**src/disp_map.svh**
```systemverilog
// constants of the front-panel status display formatter
// Operation
// - fail state, switch not enabled since power-up: blinking F, position, node number
// - switch on after failure: alternate crash codes with fail pattern while comm alive
// - order fail, comm marker, comm code, ctrl marker, ctrl code, blank
// - before personality load the second processor code shows as null
// - idle state shows I, blank and node number
// - idle soft-fail state shows I, S and node number
// - loading shows L, position, node number, blinking each half second
// - run as primary shows O, K, node number, steady
// - run soft-fail shows S, F, node number, steady
// - startup shows steady start text, or test numbers when detailed
// - primary to secondary shows steady swap text, or test numbers when detailed
// - secondary to primary shows no intermediate message
// - synchronize shows steady sync text
// - test number shown as T and two hex digits
// - test numbers only once switch was enabled since power-up
// - test numbers kept distinct between the two processors
// - two rightmost characters carry node number 01 to 64 in decimal
// - position is L or R in short file, 1 or 2 in long backpanel
`ifndef DISP_MAP_SVH
`define DISP_MAP_SVH

// ==========================================================
// timing
`define CLK_PERIOD_NS 20
`define HALF_SEC_NS   500000000
`define HALF_SEC_CYC  (`HALF_SEC_NS / `CLK_PERIOD_NS)

// ==========================================================
// characters
`define CH_BLANK 8'h20
`define CH_DASH  8'h2d
`define CH_ZERO  8'h30
`define CH_A     8'h41
`define CH_C     8'h43
`define CH_F     8'h46
`define CH_I     8'h49
`define CH_K     8'h4b
`define CH_L     8'h4c
`define CH_M     8'h4d
`define CH_N     8'h4e
`define CH_O     8'h4f
`define CH_P     8'h50
`define CH_R     8'h52
`define CH_S     8'h53
`define CH_T     8'h54
`define CH_W     8'h57
`define CH_Y     8'h59
`define CH_ONE   8'h31
`define CH_TWO   8'h32

// ==========================================================
// test number split between processors
`define TEST_CTRL_BIT 7

`endif

```
**src/disp_pkg.sv**
```systemverilog
// types of the front-panel status display formatter
package disp_pkg;

  typedef enum logic [3:0] {
    ST_FAIL,
    ST_IDLE,
    ST_IDLE_SOFT,
    ST_LOAD,
    ST_RUN,
    ST_RUN_SOFT,
    ST_STARTUP,
    ST_SWAP_TO_SEC,
    ST_SWAP_TO_PRI,
    ST_SYNC
  } ctl_state_t;

  typedef enum logic [2:0] {
    FS_FAIL,
    FS_COMM_MARK,
    FS_COMM_CODE,
    FS_CTRL_MARK,
    FS_CTRL_CODE,
    FS_BLANK
  } fail_step_t;

  typedef struct packed {
    logic [7:0] c3;
    logic [7:0] c2;
    logic [7:0] c1;
    logic [7:0] c0;
  } disp_word_t;

  typedef struct packed {
    logic       long_file;
    logic       second;
    logic [6:0] node;
  } node_loc_t;

  typedef struct packed {
    logic       ctrl;
    logic [6:0] num;
  } test_seq_t;

endpackage : disp_pkg

```
**src/status_display_formatter.sv**
```systemverilog
// status display formatter top
`timescale 1ns/1ps
`include "disp_map.svh"
module status_display_formatter
  import disp_pkg::*;
#(
  parameter int unsigned HALF_CYC = `HALF_SEC_CYC
) (
  input  wire logic        clk_sys_i,
  input  wire logic        resetn_i,
  input  wire ctl_state_t  ctl_state_i,
  input  wire logic        detail_sw_i,
  input  wire logic        comm_alive_i,
  input  wire logic        loaded_i,
  input  wire test_seq_t   test_seq_i,
  input  wire logic [15:0] comm_code_i,
  input  wire logic [15:0] ctrl_code_i,
  input  wire node_loc_t   node_loc_i,
  output disp_word_t       disp_o
);

  // ==========================================================
  // decode functions
  function automatic logic [7:0] hex_char(input logic [3:0] v);
    hex_char = (v < 4'ha) ? (`CH_ZERO + {4'h0, v}) : (`CH_A + {4'h0, v} - 8'h0a);
  endfunction : hex_char

  function automatic logic [7:0] dec_char(input logic [6:0] v);
    dec_char = `CH_ZERO + {4'h0, v[3:0]};
  endfunction : dec_char

  // ==========================================================
  // sub-blocks
  logic       tick;
  logic       phase;
  logic       seq_run;
  logic       restart;
  fail_step_t step;

  blink_divider #(.HALF_CYC(HALF_CYC)) u_blink (
    .clk_sys_i (clk_sys_i),
    .resetn_i  (resetn_i),
    .tick_o    (tick),
    .phase_o   (phase)
  );

  fail_sequencer u_seq (
    .clk_sys_i (clk_sys_i),
    .resetn_i  (resetn_i),
    .run_i     (seq_run),
    .restart_i (restart),
    .tick_i    (tick),
    .step_o    (step)
  );

  // ==========================================================
  // state tracking
  ctl_state_t state_q;
  logic       seen_q;
  logic       seen_d;

  assign seen_d  = seen_q | detail_sw_i;
  assign restart = (ctl_state_i != state_q);
  assign seq_run = (ctl_state_i == ST_FAIL) && seen_d && comm_alive_i;

  always_ff @(posedge clk_sys_i or negedge resetn_i) begin
    if (!resetn_i) begin
      state_q <= ST_STARTUP;
      seen_q  <= 1'b0;
    end else begin
      state_q <= ctl_state_i;
      seen_q  <= seen_d;
    end
  end

  // ==========================================================
  // field decode
  logic [6:0] node_tens;
  logic [6:0] node_ones;
  logic [7:0] pos_ch;
  logic [7:0] tens_ch;
  logic [7:0] ones_ch;
  logic [7:0] test_hi;
  logic [7:0] test_lo;
  logic [7:0] test_num;
  logic [15:0] ctrl_shown;

  assign node_tens = node_loc_i.node / 7'd10;
  assign node_ones = node_loc_i.node - 7'(node_tens * 7'd10);
  assign tens_ch   = dec_char(node_tens);
  assign ones_ch   = dec_char(node_ones);
  assign pos_ch    = node_loc_i.long_file ? (node_loc_i.second ? `CH_TWO : `CH_ONE)
                                          : (node_loc_i.second ? `CH_R : `CH_L);
  assign test_num  = {test_seq_i.ctrl, test_seq_i.num};
  assign test_hi   = hex_char(test_num[7:4]);
  assign test_lo   = hex_char(test_num[3:0]);
  assign ctrl_shown = loaded_i ? ctrl_code_i : 16'h0000;

  // ==========================================================
  // fixed words
  disp_word_t w_blank;
  disp_word_t w_fail;
  disp_word_t w_idle;
  disp_word_t w_idle_soft;
  disp_word_t w_load;
  disp_word_t w_run;
  disp_word_t w_run_soft;
  disp_word_t w_strt;
  disp_word_t w_swap;
  disp_word_t w_sync;
  disp_word_t w_test;
  disp_word_t w_comm;
  disp_word_t w_ctrl;
  disp_word_t w_comm_code;
  disp_word_t w_ctrl_code;

  assign w_blank     = {`CH_BLANK, `CH_BLANK, `CH_BLANK, `CH_BLANK};
  assign w_fail      = {`CH_F, pos_ch, tens_ch, ones_ch};
  assign w_idle      = {`CH_I, `CH_BLANK, tens_ch, ones_ch};
  assign w_idle_soft = {`CH_I, `CH_S, tens_ch, ones_ch};
  assign w_load      = {`CH_L, pos_ch, tens_ch, ones_ch};
  assign w_run       = {`CH_O, `CH_K, tens_ch, ones_ch};
  assign w_run_soft  = {`CH_S, `CH_F, tens_ch, ones_ch};
  assign w_strt      = {`CH_S, `CH_T, `CH_R, `CH_T};
  assign w_swap      = {`CH_S, `CH_W, `CH_A, `CH_P};
  assign w_sync      = {`CH_S, `CH_Y, `CH_N, `CH_C};
  assign w_test      = {`CH_T, `CH_BLANK, test_hi, test_lo};
  assign w_comm      = {`CH_C, `CH_O, `CH_M, `CH_M};
  assign w_ctrl      = {`CH_C, `CH_T, `CH_R, `CH_L};
  assign w_comm_code = {hex_char(comm_code_i[15:12]), hex_char(comm_code_i[11:8]),
                        hex_char(comm_code_i[7:4]), hex_char(comm_code_i[3:0])};
  assign w_ctrl_code = {hex_char(ctrl_shown[15:12]), hex_char(ctrl_shown[11:8]),
                        hex_char(ctrl_shown[7:4]), hex_char(ctrl_shown[3:0])};

  // ==========================================================
  // message select
  disp_word_t fail_word;
  disp_word_t msg;
  logic       blinks;
  disp_word_t disp_d;

  always_comb begin
    case (step)
      FS_COMM_MARK: fail_word = w_comm;
      FS_COMM_CODE: fail_word = w_comm_code;
      FS_CTRL_MARK: fail_word = w_ctrl;
      FS_CTRL_CODE: fail_word = w_ctrl_code;
      FS_BLANK:     fail_word = w_blank;
      default:      fail_word = w_fail;
    endcase
  end

  always_comb begin
    blinks = 1'b0;
    case (ctl_state_i)
      ST_FAIL: begin
        msg    = seq_run ? fail_word : w_fail;
        blinks = !seq_run;
      end
      ST_IDLE:        msg = w_idle;
      ST_IDLE_SOFT:   msg = w_idle_soft;
      ST_LOAD: begin
        msg    = w_load;
        blinks = 1'b1;
      end
      ST_RUN:         msg = w_run;
      ST_RUN_SOFT:    msg = w_run_soft;
      ST_STARTUP:     msg = seen_d ? w_test : w_strt;
      ST_SWAP_TO_SEC: msg = seen_d ? w_test : w_swap;
      ST_SWAP_TO_PRI: msg = w_run;
      ST_SYNC:        msg = w_sync;
      default:        msg = w_blank;
    endcase
  end

  assign disp_d = (blinks && !phase) ? w_blank : msg;

  always_ff @(posedge clk_sys_i or negedge resetn_i) begin
    if (!resetn_i) begin
      disp_o <= {`CH_BLANK, `CH_BLANK, `CH_BLANK, `CH_BLANK};
    end else begin
      disp_o <= disp_d;
    end
  end

  // ==========================================================
  // checks
  run_steady_a: assert property (@(posedge clk_sys_i) disable iff (!resetn_i)
    (ctl_state_i == ST_RUN)[*2] |=> disp_o.c3 == `CH_O && disp_o.c2 == `CH_K)
    else $error("run word missing or blinking");
  run_soft_a: assert property (@(posedge clk_sys_i) disable iff (!resetn_i)
    ctl_state_i == ST_RUN_SOFT |=> disp_o.c3 == `CH_S && disp_o.c2 == `CH_F)
    else $error("run soft word wrong");
  idle_word_a: assert property (@(posedge clk_sys_i) disable iff (!resetn_i)
    ctl_state_i == ST_IDLE |=> disp_o.c3 == `CH_I && disp_o.c2 == `CH_BLANK)
    else $error("idle word wrong");
  idle_soft_a: assert property (@(posedge clk_sys_i) disable iff (!resetn_i)
    ctl_state_i == ST_IDLE_SOFT |=> disp_o.c3 == `CH_I && disp_o.c2 == `CH_S)
    else $error("idle soft word wrong");
  load_blink_a: assert property (@(posedge clk_sys_i) disable iff (!resetn_i)
    (ctl_state_i == ST_LOAD && !phase) |=> disp_o == w_blank)
    else $error("load word not blanked");
  fail_blink_a: assert property (@(posedge clk_sys_i) disable iff (!resetn_i)
    (ctl_state_i == ST_FAIL && !seen_d && phase) |=> disp_o.c3 == `CH_F)
    else $error("fail word missing");
  strt_generic_a: assert property (@(posedge clk_sys_i) disable iff (!resetn_i)
    (ctl_state_i == ST_STARTUP && !seen_d) |=> disp_o == w_strt)
    else $error("start text wrong");
  test_sticky_a: assert property (@(posedge clk_sys_i) disable iff (!resetn_i)
    detail_sw_i |=> seen_q[*3]) else $error("detail flag lost");
  swap_test_a: assert property (@(posedge clk_sys_i) disable iff (!resetn_i)
    (ctl_state_i == ST_SWAP_TO_SEC && seen_d) |=> disp_o.c3 == `CH_T)
    else $error("swap test number missing");
  sync_word_a: assert property (@(posedge clk_sys_i) disable iff (!resetn_i)
    ctl_state_i == ST_SYNC |=> disp_o == w_sync) else $error("sync text wrong");
  null_ctrl_a: assert property (@(posedge clk_sys_i) disable iff (!resetn_i)
    (step == FS_CTRL_CODE && seq_run && !loaded_i) |=> disp_o.c0 == `CH_ZERO)
    else $error("ctrl code not null");

  // ==========================================================
  // checks: more fixed words
  swap_pri_a: assert property (@(posedge clk_sys_i) disable iff (!resetn_i)
    ctl_state_i == ST_SWAP_TO_PRI |=> disp_o.c3 == `CH_O && disp_o.c2 == `CH_K)
    else $error("swap to primary shows a transition text");
  swap_generic_a: assert property (@(posedge clk_sys_i) disable iff (!resetn_i)
    (ctl_state_i == ST_SWAP_TO_SEC && !seen_d) |=> disp_o == w_swap)
    else $error("swap text wrong");
  test_word_a: assert property (@(posedge clk_sys_i) disable iff (!resetn_i)
    (ctl_state_i == ST_STARTUP && seen_d) |=> disp_o.c3 == `CH_T && disp_o.c2 == `CH_BLANK)
    else $error("test number word wrong");
  ctrl_test_a: assert property (@(posedge clk_sys_i) disable iff (!resetn_i)
    (ctl_state_i == ST_STARTUP && seen_d && test_seq_i.ctrl)
    |=> disp_o.c1 inside {8'h38, 8'h39, [8'h41:8'h46]})
    else $error("control test number not marked");
  comm_test_a: assert property (@(posedge clk_sys_i) disable iff (!resetn_i)
    (ctl_state_i == ST_STARTUP && seen_d && !test_seq_i.ctrl)
    |=> disp_o.c1 inside {[8'h30:8'h37]})
    else $error("comm test number marked as control");
  load_shown_a: assert property (@(posedge clk_sys_i) disable iff (!resetn_i)
    (ctl_state_i == ST_LOAD && phase) |=> disp_o.c3 == `CH_L)
    else $error("load word missing");
  fail_blank_a: assert property (@(posedge clk_sys_i) disable iff (!resetn_i)
    (ctl_state_i == ST_FAIL && !seq_run && !phase) |=> disp_o == w_blank)
    else $error("fail word not blanked");

  // ==========================================================
  // checks: node and position fields
  node_digits_a: assert property (@(posedge clk_sys_i) disable iff (!resetn_i)
    (ctl_state_i == ST_RUN && node_loc_i.node inside {[7'd1:7'd64]})
    |=> disp_o.c1 inside {[8'h30:8'h36]} && disp_o.c0 inside {[8'h30:8'h39]})
    else $error("node digits out of range");
  pos_char_a: assert property (@(posedge clk_sys_i) disable iff (!resetn_i)
    (ctl_state_i == ST_LOAD && phase)
    |=> disp_o.c2 inside {`CH_L, `CH_R, `CH_ONE, `CH_TWO})
    else $error("position character wrong");

  // ==========================================================
  // checks: fail sequence
  fail_head_a: assert property (@(posedge clk_sys_i) disable iff (!resetn_i)
    (seq_run && step == FS_FAIL) |=> disp_o.c3 == `CH_F)
    else $error("fail pattern missing in sequence");
  comm_code_a: assert property (@(posedge clk_sys_i) disable iff (!resetn_i)
    (seq_run && step == FS_COMM_CODE) |=> disp_o.c0 inside {[8'h30:8'h39], [8'h41:8'h46]})
    else $error("comm code not hex");
  comm_mark_a: assert property (@(posedge clk_sys_i) disable iff (!resetn_i)
    (seq_run && step == FS_COMM_MARK) |=> disp_o.c3 == `CH_C && disp_o.c2 == `CH_O)
    else $error("comm marker wrong");
  ctrl_mark_a: assert property (@(posedge clk_sys_i) disable iff (!resetn_i)
    (seq_run && step == FS_CTRL_MARK) |=> disp_o.c3 == `CH_C && disp_o.c2 == `CH_T)
    else $error("ctrl marker wrong");
  seq_blank_a: assert property (@(posedge clk_sys_i) disable iff (!resetn_i)
    (seq_run && step == FS_BLANK) |=> disp_o == w_blank)
    else $error("sequence gap not blank");
  restart_step_a: assert property (@(posedge clk_sys_i) disable iff (!resetn_i)
    restart |=> step == FS_FAIL)
    else $error("sequence not restarted");

  // ==========================================================
  // checks: blink period
  logic [31:0] ph_cnt_q;
  logic        phase_q;

  always_ff @(posedge clk_sys_i or negedge resetn_i) begin
    if (!resetn_i) begin
      ph_cnt_q <= 32'h0;
      phase_q  <= 1'b0;
    end else begin
      ph_cnt_q <= (phase != phase_q) ? 32'h1 : ph_cnt_q + 32'h1;
      phase_q  <= phase;
    end
  end

  blink_period_a: assert property (@(posedge clk_sys_i) disable iff (!resetn_i)
    (phase != phase_q) == (ph_cnt_q == 32'(HALF_CYC)))
    else $error("blink phase period wrong");

  cov_fail_seq: cover property (@(posedge clk_sys_i) disable iff (!resetn_i)
    step == FS_BLANK ##1 step == FS_FAIL);
  cov_load_blink: cover property (@(posedge clk_sys_i) disable iff (!resetn_i)
    ctl_state_i == ST_LOAD && tick);
  cov_test_num: cover property (@(posedge clk_sys_i) disable iff (!resetn_i)
    ctl_state_i == ST_STARTUP && seen_q);
  cov_detail_loaded: cover property (@(posedge clk_sys_i) disable iff (!resetn_i)
    step == FS_CTRL_CODE && seq_run && loaded_i);
  cov_fail_dead: cover property (@(posedge clk_sys_i) disable iff (!resetn_i)
    ctl_state_i == ST_FAIL && seen_d && !comm_alive_i);

endmodule : status_display_formatter

```
**src/blink_divider.sv**
```systemverilog
// half-second blink divider
`timescale 1ns/1ps
`include "disp_map.svh"
module blink_divider
  import disp_pkg::*;
#(
  parameter int unsigned HALF_CYC = `HALF_SEC_CYC
) (
  input  wire logic clk_sys_i,
  input  wire logic resetn_i,
  output logic      tick_o,
  output logic      phase_o
);

  logic [31:0] cnt_q;
  logic [31:0] cnt_d;
  logic        wrap;

  assign wrap  = (cnt_q == 32'(HALF_CYC - 1));
  assign cnt_d = wrap ? 32'h0 : cnt_q + 32'h1;

  // ==========================================================
  // divider, restarts blank
  always_ff @(posedge clk_sys_i or negedge resetn_i) begin
    if (!resetn_i) begin
      cnt_q   <= 32'h0;
      phase_o <= 1'b0;
      tick_o  <= 1'b0;
    end else begin
      cnt_q   <= cnt_d;
      tick_o  <= wrap;
      phase_o <= phase_o ^ wrap;
    end
  end

  tick_spacing_a: assert property (@(posedge clk_sys_i) disable iff (!resetn_i)
    tick_o |=> !tick_o) else $error("blink tick longer than a cycle");

endmodule : blink_divider

```
**src/fail_sequencer.sv**
```systemverilog
// detailed fail sequence step counter
`timescale 1ns/1ps
module fail_sequencer
  import disp_pkg::*;
(
  input  wire logic  clk_sys_i,
  input  wire logic  resetn_i,
  input  wire logic  run_i,
  input  wire logic  restart_i,
  input  wire logic  tick_i,
  output fail_step_t step_o
);

  fail_step_t step_d;

  assign step_d = (restart_i || !run_i) ? FS_FAIL :
                  !tick_i               ? step_o  :
                  (step_o == FS_BLANK)  ? FS_FAIL : fail_step_t'(step_o + 3'h1);

  always_ff @(posedge clk_sys_i or negedge resetn_i) begin
    if (!resetn_i) begin
      step_o <= FS_FAIL;
    end else begin
      step_o <= step_d;
    end
  end

  step_hold_a: assert property (@(posedge clk_sys_i) disable iff (!resetn_i)
    (!tick_i && !restart_i && run_i) |=> $stable(step_o)) else $error("step moved early");
  step_wrap_a: assert property (@(posedge clk_sys_i) disable iff (!resetn_i)
    (step_o == FS_BLANK && tick_i) |=> step_o == FS_FAIL) else $error("no wrap");

endmodule : fail_sequencer

```
**config.mk**
```make
export PLATFORM = sky130hd
export DESIGN_NAME = status_display_formatter
export DESIGN_NICKNAME = d
export VERILOG_FILES = /design/src/disp_pkg.sv /design/src/status_display_formatter.sv /design/src/blink_divider.sv /design/src/fail_sequencer.sv
export VERILOG_INCLUDE_DIRS = /design/src
export SDC_FILE = /design/constraint.sdc
export NUM_CORES = 1
export LEC_CHECK = 0
export BUFFER_PORTS_ARGS = -buffer_cell sky130_fd_sc_hd__buf_2
export CAP_MARGIN = 20
export CORE_MARGIN = 1.5
export CORE_UTILIZATION = 57
export DETAILED_ROUTE_END_ITERATION = 8
export PLACE_DENSITY = 0.79
export SLEW_MARGIN = 10
export SYNTH_ARGS = -nofsm -noshare
export SYNTH_HDL_FRONTEND = slang
export SYNTH_SLANG_ARGS = --single-unit
```
**constraint.sdc**
```tcl
create_clock -name clk_sys_i -period 2.97 [get_ports clk_sys_i]
set_input_delay 0.297 -clock clk_sys_i [delete_from_list [all_inputs] [get_ports clk_sys_i]]
set_output_delay 0.297 -clock clk_sys_i [all_outputs]
set_load 0.02 [all_outputs]
```
Word level (Yosys, flattened, before mapping)
Index checks and enable logic that the tools add are counted.

operators by class
  $add $sub $neg = 35
  order comparisons = 10
  bitwise gates (word level) = 2
  divide/modulo/power cells = 1
  mux-type cells = 25
  reductions and logical operators = 9
  shift operators = 0
  eq/ne operators = 16
  multipliers = 1

operators by type and width
  cell                                                                      count
  32-bit case mux with 9 select lines                                       1
  32-bit case mux with 5 select lines                                       1
  32-bit two-way mux                                                        3
  6-bit by 4-bit adder with 7-bit output (first input constant)             12
  7-bit by 4-bit adder with 8-bit output (first input constant)             10
  8-bit two-way mux                                                         10
  8-bit by 4-bit subtractor with 8-bit output (second input constant)       10
  27-bit two-way mux                                                        2
  4-bit < comparator (second input constant)                                10
  32-bit by 1-bit adder with 32-bit output (second input constant)          1
  32-bit by 25-bit equality test with 1-bit output (second input constant)  1
  4-bit by 3-bit equality test with 1-bit output (second input constant)    4
  16-bit two-way mux                                                        1
  3-bit two-way mux                                                         3
  4-bit by 2-bit equality test with 1-bit output (second input constant)    2
  4-bit equality test (second input constant)                               2
  7-bit by 4-bit divider with 7-bit output (second input constant)          1
  7-bit by 3-bit multiplier with 3-bit output (second input constant)       1
  7-bit two-way mux                                                         1
  3-bit by 2-bit equality test with 1-bit output (second input constant)    2
  3-bit equality test (second input constant)                               2
  5-bit two-way mux                                                         1
  4-bit by 1-bit equality test with 1-bit output (second input constant)    1
  4-bit zero test                                                           1
  13 further kinds                                                          16

storage, ports and cells
  bits in latches = 0
  register bits = 74
  memory bits (writable) = 0
  memories kept = 0
  logic and storage cells = 109
  input bits = 58
  bits in read-only memories = 0

Longest topological paths before layout
Gate-level depths: netlist of the first run.

  depth after elaboration = 8
  mapped depth = 17

Modules after synthesis
A second synthesis of the first run with hierarchy kept.

unflattened totals
  cell total of the unflattened synthesis = 621
  area, all modules = 5172.5 um^2

modules (own cells, without submodules)
  module                    cells an instance  times used  area an instance (um^2)
  status_display_formatter  438                1           3285.7
  blink_divider             171                1           1742.9
  fail_sequencer            12                 1           143.9

Least setup slack after synthesis of the first run
OpenSTA, ideal clock, no wires.

  kind = input-to-reg
  from = input port node_loc_i[6] (netlist bit)
  to = register disp_o[3] (netlist bit)
  data arrival time = 3.248 ns
  slack = -0.356 ns
  setup time = 0.077 ns
  stages on the path = 16
  required time = 2.893 ns
  path through = buf_2 -> nor2b_1 -> o32ai_1 -> a21oi_1 -> inv_1 -> ha_1 -> nor2b_1 -> o21ai_0 -> a32o_1 -> a211oi_1 -> inv_1 -> ha_1 -> fa_1 -> xor2_1 -> xnor2_1 -> a21oi_1

RTL lines
  what                  RTL line                         RTL
  start, declared       status_display_formatter.sv:18   input wire node_loc_t node_loc_i,
  end signal, assigned  status_display_formatter.sv:180  disp_o <= {`CH_BLANK, `CH_BLANK, `CH_BLANK, `CH_BLANK};
  end signal, assigned  status_display_formatter.sv:182  disp_o <= disp_d;
  end, declared         status_display_formatter.sv:19   output disp_word_t disp_o

==> results of run 1 <==
[final timing paths]
kind                                                  start                     endpoint  slack (ns)  cells past startpoint
max in group asynchronous                          resetn_i         disp_o[14]$_DFF_PN0_        2.27                      2
min in group clk_sys_i                       ctl_state_i[1]         state_q[1]$_DFF_PN1_        0.29                      2
worst max-delay path                          node_loc_i[5]          disp_o[2]$_DFF_PN0_        0.23                     16
worst max register to register  u_seq.step_o[1]$_DFFE_PN0P_         disp_o[22]$_DFF_PN0_        0.61                      6
worst min register to register  u_blink.cnt_q[31]$_DFF_PN0_  u_blink.cnt_q[31]$_DFF_PN0_        0.48                      1
worst min-delay path                               resetn_i         disp_o[18]$_DFF_PN0_        0.15                      2
[critical path: stages]
cell and delay [ns]:
buf_2 0.16, nor2b_1 0.22, o32ai_1 0.13, a21oi_2 0.13, inv_1 0.06, ha_1 0.29
nor2b_4 0.14, o21ai_1 0.07, a32o_1 0.22, a211oi_2 0.19, inv_1 0.07, ha_2 0.18
fa_2 0.54, nor2_1 0.05, a21oi_1 0.14, o2bb2ai_1 0.09
[through the flow]
| stage | instances | cell area (um2) | hold WS, ns |
|---|---|---|---|
| floorplan | 611 | 5040 | 0.00141 |
| global placement | 792 | 5620 | 0.457 |
| detailed placement | 792 | 5620 | 0.468 |
| CTS | 808 | 5840 | 0.181 |
| global route | 808 | 5840 | 0.236 |
| finish | 808 | 5840 | 0.146 |
[routing by layer]
layer / up-vias / GRT usage [%] / wire (um)
li1: 2358 / - / -
met1: 2370 / 42.5 / 6000
met2: 214 / 50.2 / 6450
met3: 22 / 3.83 / 907
met4: 0 / 8.82 / 244
met5: - / 0 / 0
[cells by family (layout without fill, tap and decap cells)]
group,count (synthesis),count (layout),share of synthesized area [%]
simple gates,206,206,21.2
compound gates,193,193,24.2
flops,70,70,35.3
buf+inv,68,160,5.60
xor+xnor,53,53,9.31
fa+ha+maj,16,16,4.12
other cells,1,4,0.0752
mux,1,1,0.201
[where the power goes]
group          switching, mW  internal, mW
logic                  0.285         0.176
registers             0.0120         0.991
clock network          0.385         0.479
total                  0.682          1.65
[state kept, by name (all words and copies together) (netlist names)]
signal	count
u_blink.cnt_q	32
disp_o	28
state_q	4
u_seq.step_o	3
seen_q	1
u_blink.phase_o	1
u_blink.tick_o	1
[cells in the final DEF, fill, tap and decap left out, types with 9 or more instances in the layout]
| cell | n |
|---|---|
| nand2b_1 | 10 |
| o21ai_0 | 34 |
| buf_4 | 24 |
| nand3_1 | 25 |
| clkbuf_8 | 9 |
| a21oi_1 | 62 |
| nor2b_1 | 11 |
| inv_1 | 35 |
| dfrtp_1 | 64 |
| a31oi_1 | 14 |
| a211oi_1 | 9 |
| xor2_1 | 24 |
| nand2_1 | 49 |
| nor2_1 | 56 |
| ha_1 | 13 |
| buf_2 | 85 |
| xnor2_1 | 29 |
[cell type report]
class | instances | area [um2]
Inverter | 35 | 131
Fill cell | 715 | 2500
Timing Repair Buffer | 109 | 606
Multi-Input combinational cell | 473 | 2990
Clock inverter | 6 | 93.8
Sequential cell | 70 | 1760
Clock buffer | 10 | 128
Tap cell | 105 | 131
==> metrics.md, run 1 <==
| Metric | Value |
|---|---|
| Peak supply drop | 258 uV |
| Vias per cell | 6.14 |
| Starting DRT DRC Count | 361 |
| Cell Area, Synth | 4990 um2 |
| Mapped Cells | 608 |
| DR vias | 4964 |
| Detail-routed net length per standard cell | approximately 17 um |
| Worst-margin pin slew | 0.857 ns |
| Top Ports | 90 |
| Clock transition at path regs | 0.07 ns |
| First-pass GRT wire length | between 20000 and 25000 um |
| WL final | 13600 um |
| Commonest cells post-synth | 64 x dfrtp_1, 63 x a21oi_1, 56 x nor2_1 |
| Die area | about 9300 um2 |
| # port buffers | 85 |
| Global Route Usage Sum | 30.7% |
| Final Slew Violations | 0 |
| Top-count cell post-synth | dfrtp_1 |
| Clk buf depth | 2 |
| Share of cells above drive strength 1 | between 20% and 30% |
| Chip Width | between 90 and 100 um |
| Starting Density | 59.8% |
| Core Box Area | 8340 um2 |
| Top post-synthesis cells by area | dfrtp_1 32%, a21oi_1 6.3%, xnor2_1 5.1%, nor2_1 4.2%, xor2_1 4.2% |
| Fin crit period | 2.74 ns |
| Period utilisation layout | between 90 and 100% |
| Slew headroom | 42.9% |
| DIE HEIGHT | 96.5 um |
| Clk sinks | 70 |
| Setup TNS | 0 ns |
| Post-synth top area share | around a third |
| Post-DP HPWL | between 10000 and 15000 um |
| Hold Buf Count CTS | 0 |
| Setup crit start kind | input pin |
| Max H-tree Level | 3 |
| Largest net degree at the start of global routing | slightly above 70 |
| Fmax | 365 MHz |
| Syn Area/Cell | 8.20 um2 |
| Area growth syn-to-layout | 17.2% |
| Leakage | 2.62 nW |
| RSZ-0062 raised after global routing | no |
| Worst endpoint required time | 3.19 ns |
| CP Class | input pin to flop |
| Final hold vios | 0 |
| Inserted Clock Buffers | 9 |
| #FFs+latches synth | 70 |
| Hold Crit Class | input pin to async pin |
| Setup crit end kind | flop |
| CTS root buffer | clkbuf_8 |
| Netlist cell types | 66 |
| EDFF count, synth | 0 |
| Vias in the first global route | between 4000 and 5000 |
| Placer Congestion | 0.936 |
| DRT Pass-1 Iters | 5 |
| Final nets | 771 |
| Final setup violation count | 0 |
| Worst slack, placed | -0.0840 ns |
| CP max FO | 9 |
| Min setup slack post-route | around 0.23 ns |
| Diodes inserted | 0 |
| Power consumption | 2.33 mW |
| Max Clock Skew | between 0.015 and 0.02 ns |
| Cell taking the most area after synthesis | dfrtp_1 |
| # rows | 33 |
| Antenna viol nets, final | 0 |
| GR Overflow Total | 0 |
| Post-synth top flop | dfrtp_1 |
| Worst Path Arrival | 2.96 ns |
| Yosys Warn Count | 0 |
| PD cells | 398 nW/um2 |
| Max cap viols | 0 |
| Outcome | finished, final reports clean |
| DRC | 0 |
| Seq/Total Area, Yosys | 35.3% |
| Initial antenna violation count | 0 |
| Ys async rst share | 100% |
| Final core utilization | between 70% and 80% |
| Post-CTS Setup Bufs | 0 |
| CTS tree | done |
| Clk_lat worst skew | 0.35 ns |
| PostCTS Resize Cnt | 0 |
No activity file was read; power rests on OpenSTA's default activity.
==> run 2: changes to the inputs <==
Settings changed: CORE_UTILIZATION 57 to 60, PLACE_DENSITY 0.79 to 0.83.
Clock period 2.97 ns to 3.4 ns, I/O delays scaled along.
==> run 2 against run 1 <==
Compared with the run above:
- wire length is 1.8% higher
- setup slack better by 0.097 ns
- clock power is 5.6% lower
- first-iteration DRC count is 44% higher
- final cell count is 1.5% lower
- flip-flop and latch count stayed put
- critical path type unchanged
- largest power group unchanged
==> metrics.md, run 2 (synthesis gave the netlist of run 1 again) <==
| Metric | Value |
|---|---|
| Outcome | finished, final reports clean |
| FF/Latch Area | between 1500 and 2000 um2 |
| Core Box Area | 8130 um2 |
| Psw | 587 uW |
| Most common cell after layout, fill and taps aside | buf_2 |
| Power consumption | around 2.1 mW |
| Slowest CP cell | fa_1 |
| Seq pwr share | 42.1% |
| CP Class | input pin to flop |
| Top delay family on crit path | compound AO/OA/AOI/OAI gates |
| Inst Count DP | 779 |
| Post-CTS Setup Bufs | 0 |
| Area growth syn-to-layout | 15.2% |
| Max reg flops | 32 |
| Top reg by flops | u_blink.cnt_q |
| Max Clock Skew | 0.0112 ns |
| DR vias | around 5000 |
| Final core utilization | 70.6% |
| Leakage | between 2 and 3 nW |
| Fmax | ~330 MHz |
| Sw Share | 28.2% |
| Die area | 8870 um2 |
| Initial antenna violation count | 0 |
| Diodes inserted | 0 |
| Worst endpoint required time | 3.62 ns |
| Setup crit end kind | flop |
| Most frequent cells in the layout | 85 x buf_2, 64 x dfrtp_1, 63 x a21oi_1, 56 x nor2_1, 49 x nand2_1 |
| Chip Width | ~94 um |
| Antenna viol nets, final | 0 |
| Starting DRT DRC Count | 521 |
| Vias in the first global route | 4789 |
| DRC | 0 |
| Placer Congestion | ~0.94 |
| Inserted Clock Buffers | 9 |
| Final hold vios | 0 |
| CP Cell Sequence | buf_2, nor2b_2, nand2_1, o211ai_1, a21oi_1, inv_1, ha_1, nor2b_1, o21ai_0, a32o_1, a211oi_1, inv_1, ha_1, fa_1, xor2_1, xnor2_1, a21oi_1 |
| Post-DP HPWL | about 10000 um |
| Layout fillers | between 600 and 700 |
| Hold Crit Class | input pin to flop |
| Fin cells | 796 |
| # rows | 33 |
| CP max FO | 11 |
| Worst-margin pin slew | 0.870 ns |
| Biggest regs | u_blink.cnt_q: 32 flops, disp_o: 28 flops, state_q: 4 flops |
| DRT Pass-1 Iters | 5 |
| Share of cells above drive strength 1 | a little under a fifth |
| Period utilisation layout | 90.5% |
| Max cap viols | 0 |
| Flop2flop setup slack | around 0.7 ns |
| Final setup violation count | 0 |
| Setup TNS | 0 ns |
| GR Overflow Total | 0 |
| Final nets | 759 |
| Clk_lat worst skew | 0.35 ns |
| Worst Path Arrival | 3.30 ns |
| Crit path largest cell delay | 0.37 ns |
| DIE HEIGHT | 94.2 um |
| Peak supply drop | 253 uV |
| Global Route Usage Sum | ~32% |
| Comb power frac | a little under a fifth |
| P_int | 1.49 mW |
| Largest net degree at the start of global routing | 60 |
| Clk buf depth | 2 |
| PD cells | 362 nW/um2 |
| Detail-routed net length per standard cell | 17.4 um |
| WL final | 13800 um |
| CTS root buffer | clkbuf_8 |
| Clock transition at path regs | 0.08 ns |
| Max H-tree Level | 3 |
| CTS tree | done |
| Worst hold slack | 0.287 ns |
| RSZ-0062 raised after global routing | no |
| Fin crit period | 3.08 ns |
| Area of the multi-input gates | 2970 um2 |
| Clk pwr share | roughly two fifths |
| Clk sinks | 70 |
| Final Slew Violations | 0 |
| Vias per cell | between 6 and 7 |
| WP buf/inv | 3 |
| Top Ports | 90 |
| Starting Density | 61.3% |
| Slew headroom | between 40% and 50% |
| Setup crit start kind | input pin |
| # port buffers | 85 |
| First-pass GRT wire length | 22300 um |
[run 2: final cells by class]
cell class | instances | share of cell area, %
clock buffers | 10 | 2.22
clock inverters | 6 | 1.94
inverters | 35 | 2.29
multi-input cells | 473 | 51.6
flip-flops and latches | 70 | 30.6
well taps | 105 | 2.29
repair buffers | 97 | 9.02
[run 2: through the flow]
stage | cell area [um2] | setup slack (ns)
4_1_cts | 5740 | 0.269
6_report | 5750 | 0.324
2_1_floorplan | 5000 | 0.0312
3_3_place_gp | 5490 | 0.108
5_1_grt | 5750 | 0.0285
3_5_place_dp | 5490 | -0.0986
[run 2: power by group through the flow]
| stage | sequential, mW | clock [mW] | combinational (mW) |
|---|---|---|---|
| floorplan | 0.926 | 0 | 0.201 |
| global placement | 0.892 | 0 | 0.367 |
| detailed placement | 0.892 | 0 | 0.381 |
| CTS | 0.876 | 0.820 | 0.384 |
| global route | 0.879 | 0.851 | 0.429 |
| finish | 0.877 | 0.816 | 0.389 |
[run 2: layer usage]
layer / global-route usage [%] / wire length, um
met5: 0 / 0
met4: 13.2 / 441
met3: 6.39 / 1060
met2: 52.6 / 6600
met1: 42.0 / 5730
[run 2: repair_timing]
action	CTS	global route
gates resized for setup	0	1
hold endpoints to repair	8	0
hold buffers	1	0
setup endpoints to repair	0	2
[run 2: path summary, 6_finish.rpt]
kind,from,to,cells past startpoint
max,node_loc_i[6],disp_o[3]$_DFF_PN0_,17
min,ctl_state_i[2],state_q[2]$_DFF_PN1_,1
max reg2reg,u_seq.step_o[0]$_DFFE_PN0P_,disp_o[10]$_DFF_PN0_,6
min reg2reg,u_blink.cnt_q[28]$_DFF_PN0_,u_blink.cnt_q[28]$_DFF_PN0_,1
max in group asynchronous,resetn_i,u_blink.cnt_q[14]$_DFF_PN0_,3
min in group asynchronous,resetn_i,u_seq.step_o[1]$_DFFE_PN0P_,2
==> run 3: changes to the inputs <==
--- a/config.mk
+++ b/config.mk
@@ -14,2 +14,3 @@
 export PLACE_DENSITY = 0.83
+export SETUP_SLACK_MARGIN = 0.4
 export SLEW_MARGIN = 10
==> constraint.sdc (replaced) <==
create_clock -name clk_sys_i -period 3.4 [get_ports clk_sys_i]
set_input_delay 0.17 -clock clk_sys_i [delete_from_list [all_inputs] [get_ports clk_sys_i]]
set_output_delay 0.17 -clock clk_sys_i [all_outputs]
set_load 0.02 [all_outputs]
==> run 3 against run 2 <==
Compared with the run above:
- clock power is 8.0% lower
- via count up 0.18%
- non-clock buffer count increased by 1
- core utilization grew 0.077 points
- final area up 0.11%
- combinational power rose by 1%
- critical endpoint unchanged
- largest cell class unchanged
==> metrics.md, run 3 (synthesis gave the netlist of run 1 again) <==
| Metric | Value |
|---|---|
| Die area | 8870 um2 |
| CTS tree | done |
| R2R Path End | disp_o[10]$_DFF_PN0_ |
| Initial antenna violation count | 0 |
| HP Start | ctl_state_i[2] |
| Most frequent cells in the layout | 85 x buf_2, 64 x dfrtp_1, 62 x a21oi_1, 56 x nor2_1, 49 x nand2_1 |
| Clk sinks | 70 |
| Seq pwr share | 43.3% |
| Setup TNS | 0 ns |
| Peak supply drop | 233 uV |
| Min setup slack post-route | 0.601 ns |
| DRC | 0 |
| Area growth syn-to-layout | 15.4% |
| Most common cell after layout, fill and taps aside | buf_2 |
| Setup crit end kind | flop |
| Hold Crit Class | input pin to flop |
| Clock transition at path regs | 0.07 ns |
| Core Box Area | between 8000 and 9000 um2 |
| Top reg by flops | u_blink.cnt_q |
| DIE HEIGHT | 94.2 um |
| # rows | 33 |
| CTS root buffer | clkbuf_8 |
| P_int | 1.42 mW |
| Max H-tree Level | 3 |
| Hold endpoint | state_q[2]$_DFF_PN1_ |
| Post-DP HPWL | 10200 um |
| CP max FO | 7 |
| Psw | 596 uW |
| Max Clock Skew | 0.0134 ns |
| Final Slew Violations | 0 |
| GR Overflow Total | 0 |
| PD cells | ~350 nW/um2 |
| Final hold vios | 0 |
| Vias in the first global route | around 4600 |
| CP Class | input pin to flop |
| Chip Width | 94.2 um |
| Final setup violation count | 0 |
| Period utilisation layout | roughly 82% |
| Setup crit start kind | input pin |
| Layout fillers | 674 |
| Top Ports | 90 |
| Diodes inserted | 0 |
| Worst hold stages | 1 |
| Worst Path Arrival | a little over 3 ns |
| Worst slack, placed | between 0.1 and 0.15 ns |
| Worst endpoint required time | 3.62 ns |
| Worst-margin pin slew | between 0.7 and 0.8 ns |
| Biggest regs | u_blink.cnt_q: 32 flops, disp_o: 28 flops, state_q: 4 flops |
| Placer Congestion | 0.959 |
| WL final | 13700 um |
| Flop2flop setup slack | 0.75 ns |
| Max cap viols | 0 |
| Clk_lat worst skew | 0.35 ns |
| DR vias | 4992 |
| First-pass GRT wire length | 21700 um |
| Final core utilization | 70.7% |
| Slew headroom | 48.2% |
| Antenna viol nets, final | 0 |
| DRT Pass-1 Iters | 5 |
| Outcome | finished, final reports clean |
| Global Route Usage Sum | between 30% and 40% |
| Fmax | approximately 360 MHz |
| Fin crit period | 2.80 ns |
| Final nets | 760 |
| FF-to-FF Start | u_seq.step_o[1]$_DFFE_PN0P_ |
| Share of cells above drive strength 1 | around a fifth |
| Largest net degree at the start of global routing | 32 |
| RSZ-0062 raised after global routing | no |
| Reg2reg path depth | 6 |
| Comb power frac | 19.5% |
| Leakage | 2.56 nW |
| Clk buf depth | 2 |
| Detail-routed net length per standard cell | 17.1 um |
| Sw Share | 29.5% |
| Starting DRT DRC Count | around 490 |
| Max reg flops | 32 |
| Inserted Clock Buffers | 9 |
| Vias per cell | 6.26 |
| Starting Density | 61.3% |
| # port buffers | 85 |
| Clk pwr share | 37.2% |
==> run 3: how the worst max path moves through the flow <==
stage             startpoint             endpoint  slack, ns  cells past startpoint
6_report       node_loc_i[4]  disp_o[3]$_DFF_PN0_       0.60                     16
2_1_floorplan  node_loc_i[5]  disp_o[3]$_DFF_PN0_       0.43                     16
4_1_cts        node_loc_i[4]  disp_o[3]$_DFF_PN0_       0.48                     16
5_1_grt        node_loc_i[6]  disp_o[3]$_DFF_PN0_       0.43                     17
3_3_place_gp   node_loc_i[5]  disp_o[3]$_DFF_PN0_       0.34                     16
3_5_place_dp   node_loc_i[4]  disp_o[3]$_DFF_PN0_       0.11                     16
==> run 3: critical path: stages <==
cell and delay [ns]:
buf_2 0.16, nor2b_1 0.26, o32ai_1 0.14, a21oi_2 0.15, inv_1 0.07, ha_1 0.29
nor2b_1 0.19, o21ai_0 0.12, a32o_1 0.22, a211oi_2 0.20, inv_1 0.07, ha_1 0.19
fa_1 0.37, xor2_1 0.20, xnor2_1 0.14, a21oi_1 0.08
==> run 3: final cells by class <==
class	instances	area, um2	area share [%]
flip-flops and latches	70	1760	30.6
clock buffers	9	124	2.15
inverters	35	131	2.28
repair buffers	98	526	9.14
clock inverters	7	97.6	1.70
multi-input cells	473	2980	51.9
well taps	105	131	2.28
==> run 3: metal layers <==
layer	routed length (um)	GRT usage, %
met3	1070	6.31
met5	0	0
met1	5660	41.9
met2	6530	49.8
met4	403	12.8
==> run 3: power by group through the flow <==
stage	logic [mW]	registers [mW]	clock network (mW)
after detailed placement	0.383	0.891	0
after global routing	0.433	0.877	0.795
after floorplan	0.202	0.926	0
after global placement	0.367	0.892	0
after CTS	0.386	0.875	0.754
final	0.394	0.876	0.751
==> run 3: timing repair <==
action | 4_1_cts | 5_1_grt
endpoints found under the hold margin | 15 | 0
buffers inserted | 0 | 1
resized for setup | 0 | 2
endpoints found under the setup margin | 0 | 2
hold buffers | 1 | 0
==> run 3: stage by stage <==
| step | instance area, um2 | total power [mW] | std cells | hold slack (ns) |
|---|---|---|---|---|
| after floorplan | 5010 | 1.13 | 611 | -0.126 |
| after global placement | 5510 | 1.26 | 779 | 0.131 |
| after detailed placement | 5510 | 1.27 | 779 | 0.140 |
| after CTS | 5740 | 2.02 | 796 | 0.0992 |
| after global routing | 5750 | 2.10 | 797 | 0.0975 |
| final | 5750 | 2.02 | 797 | 0.110 |
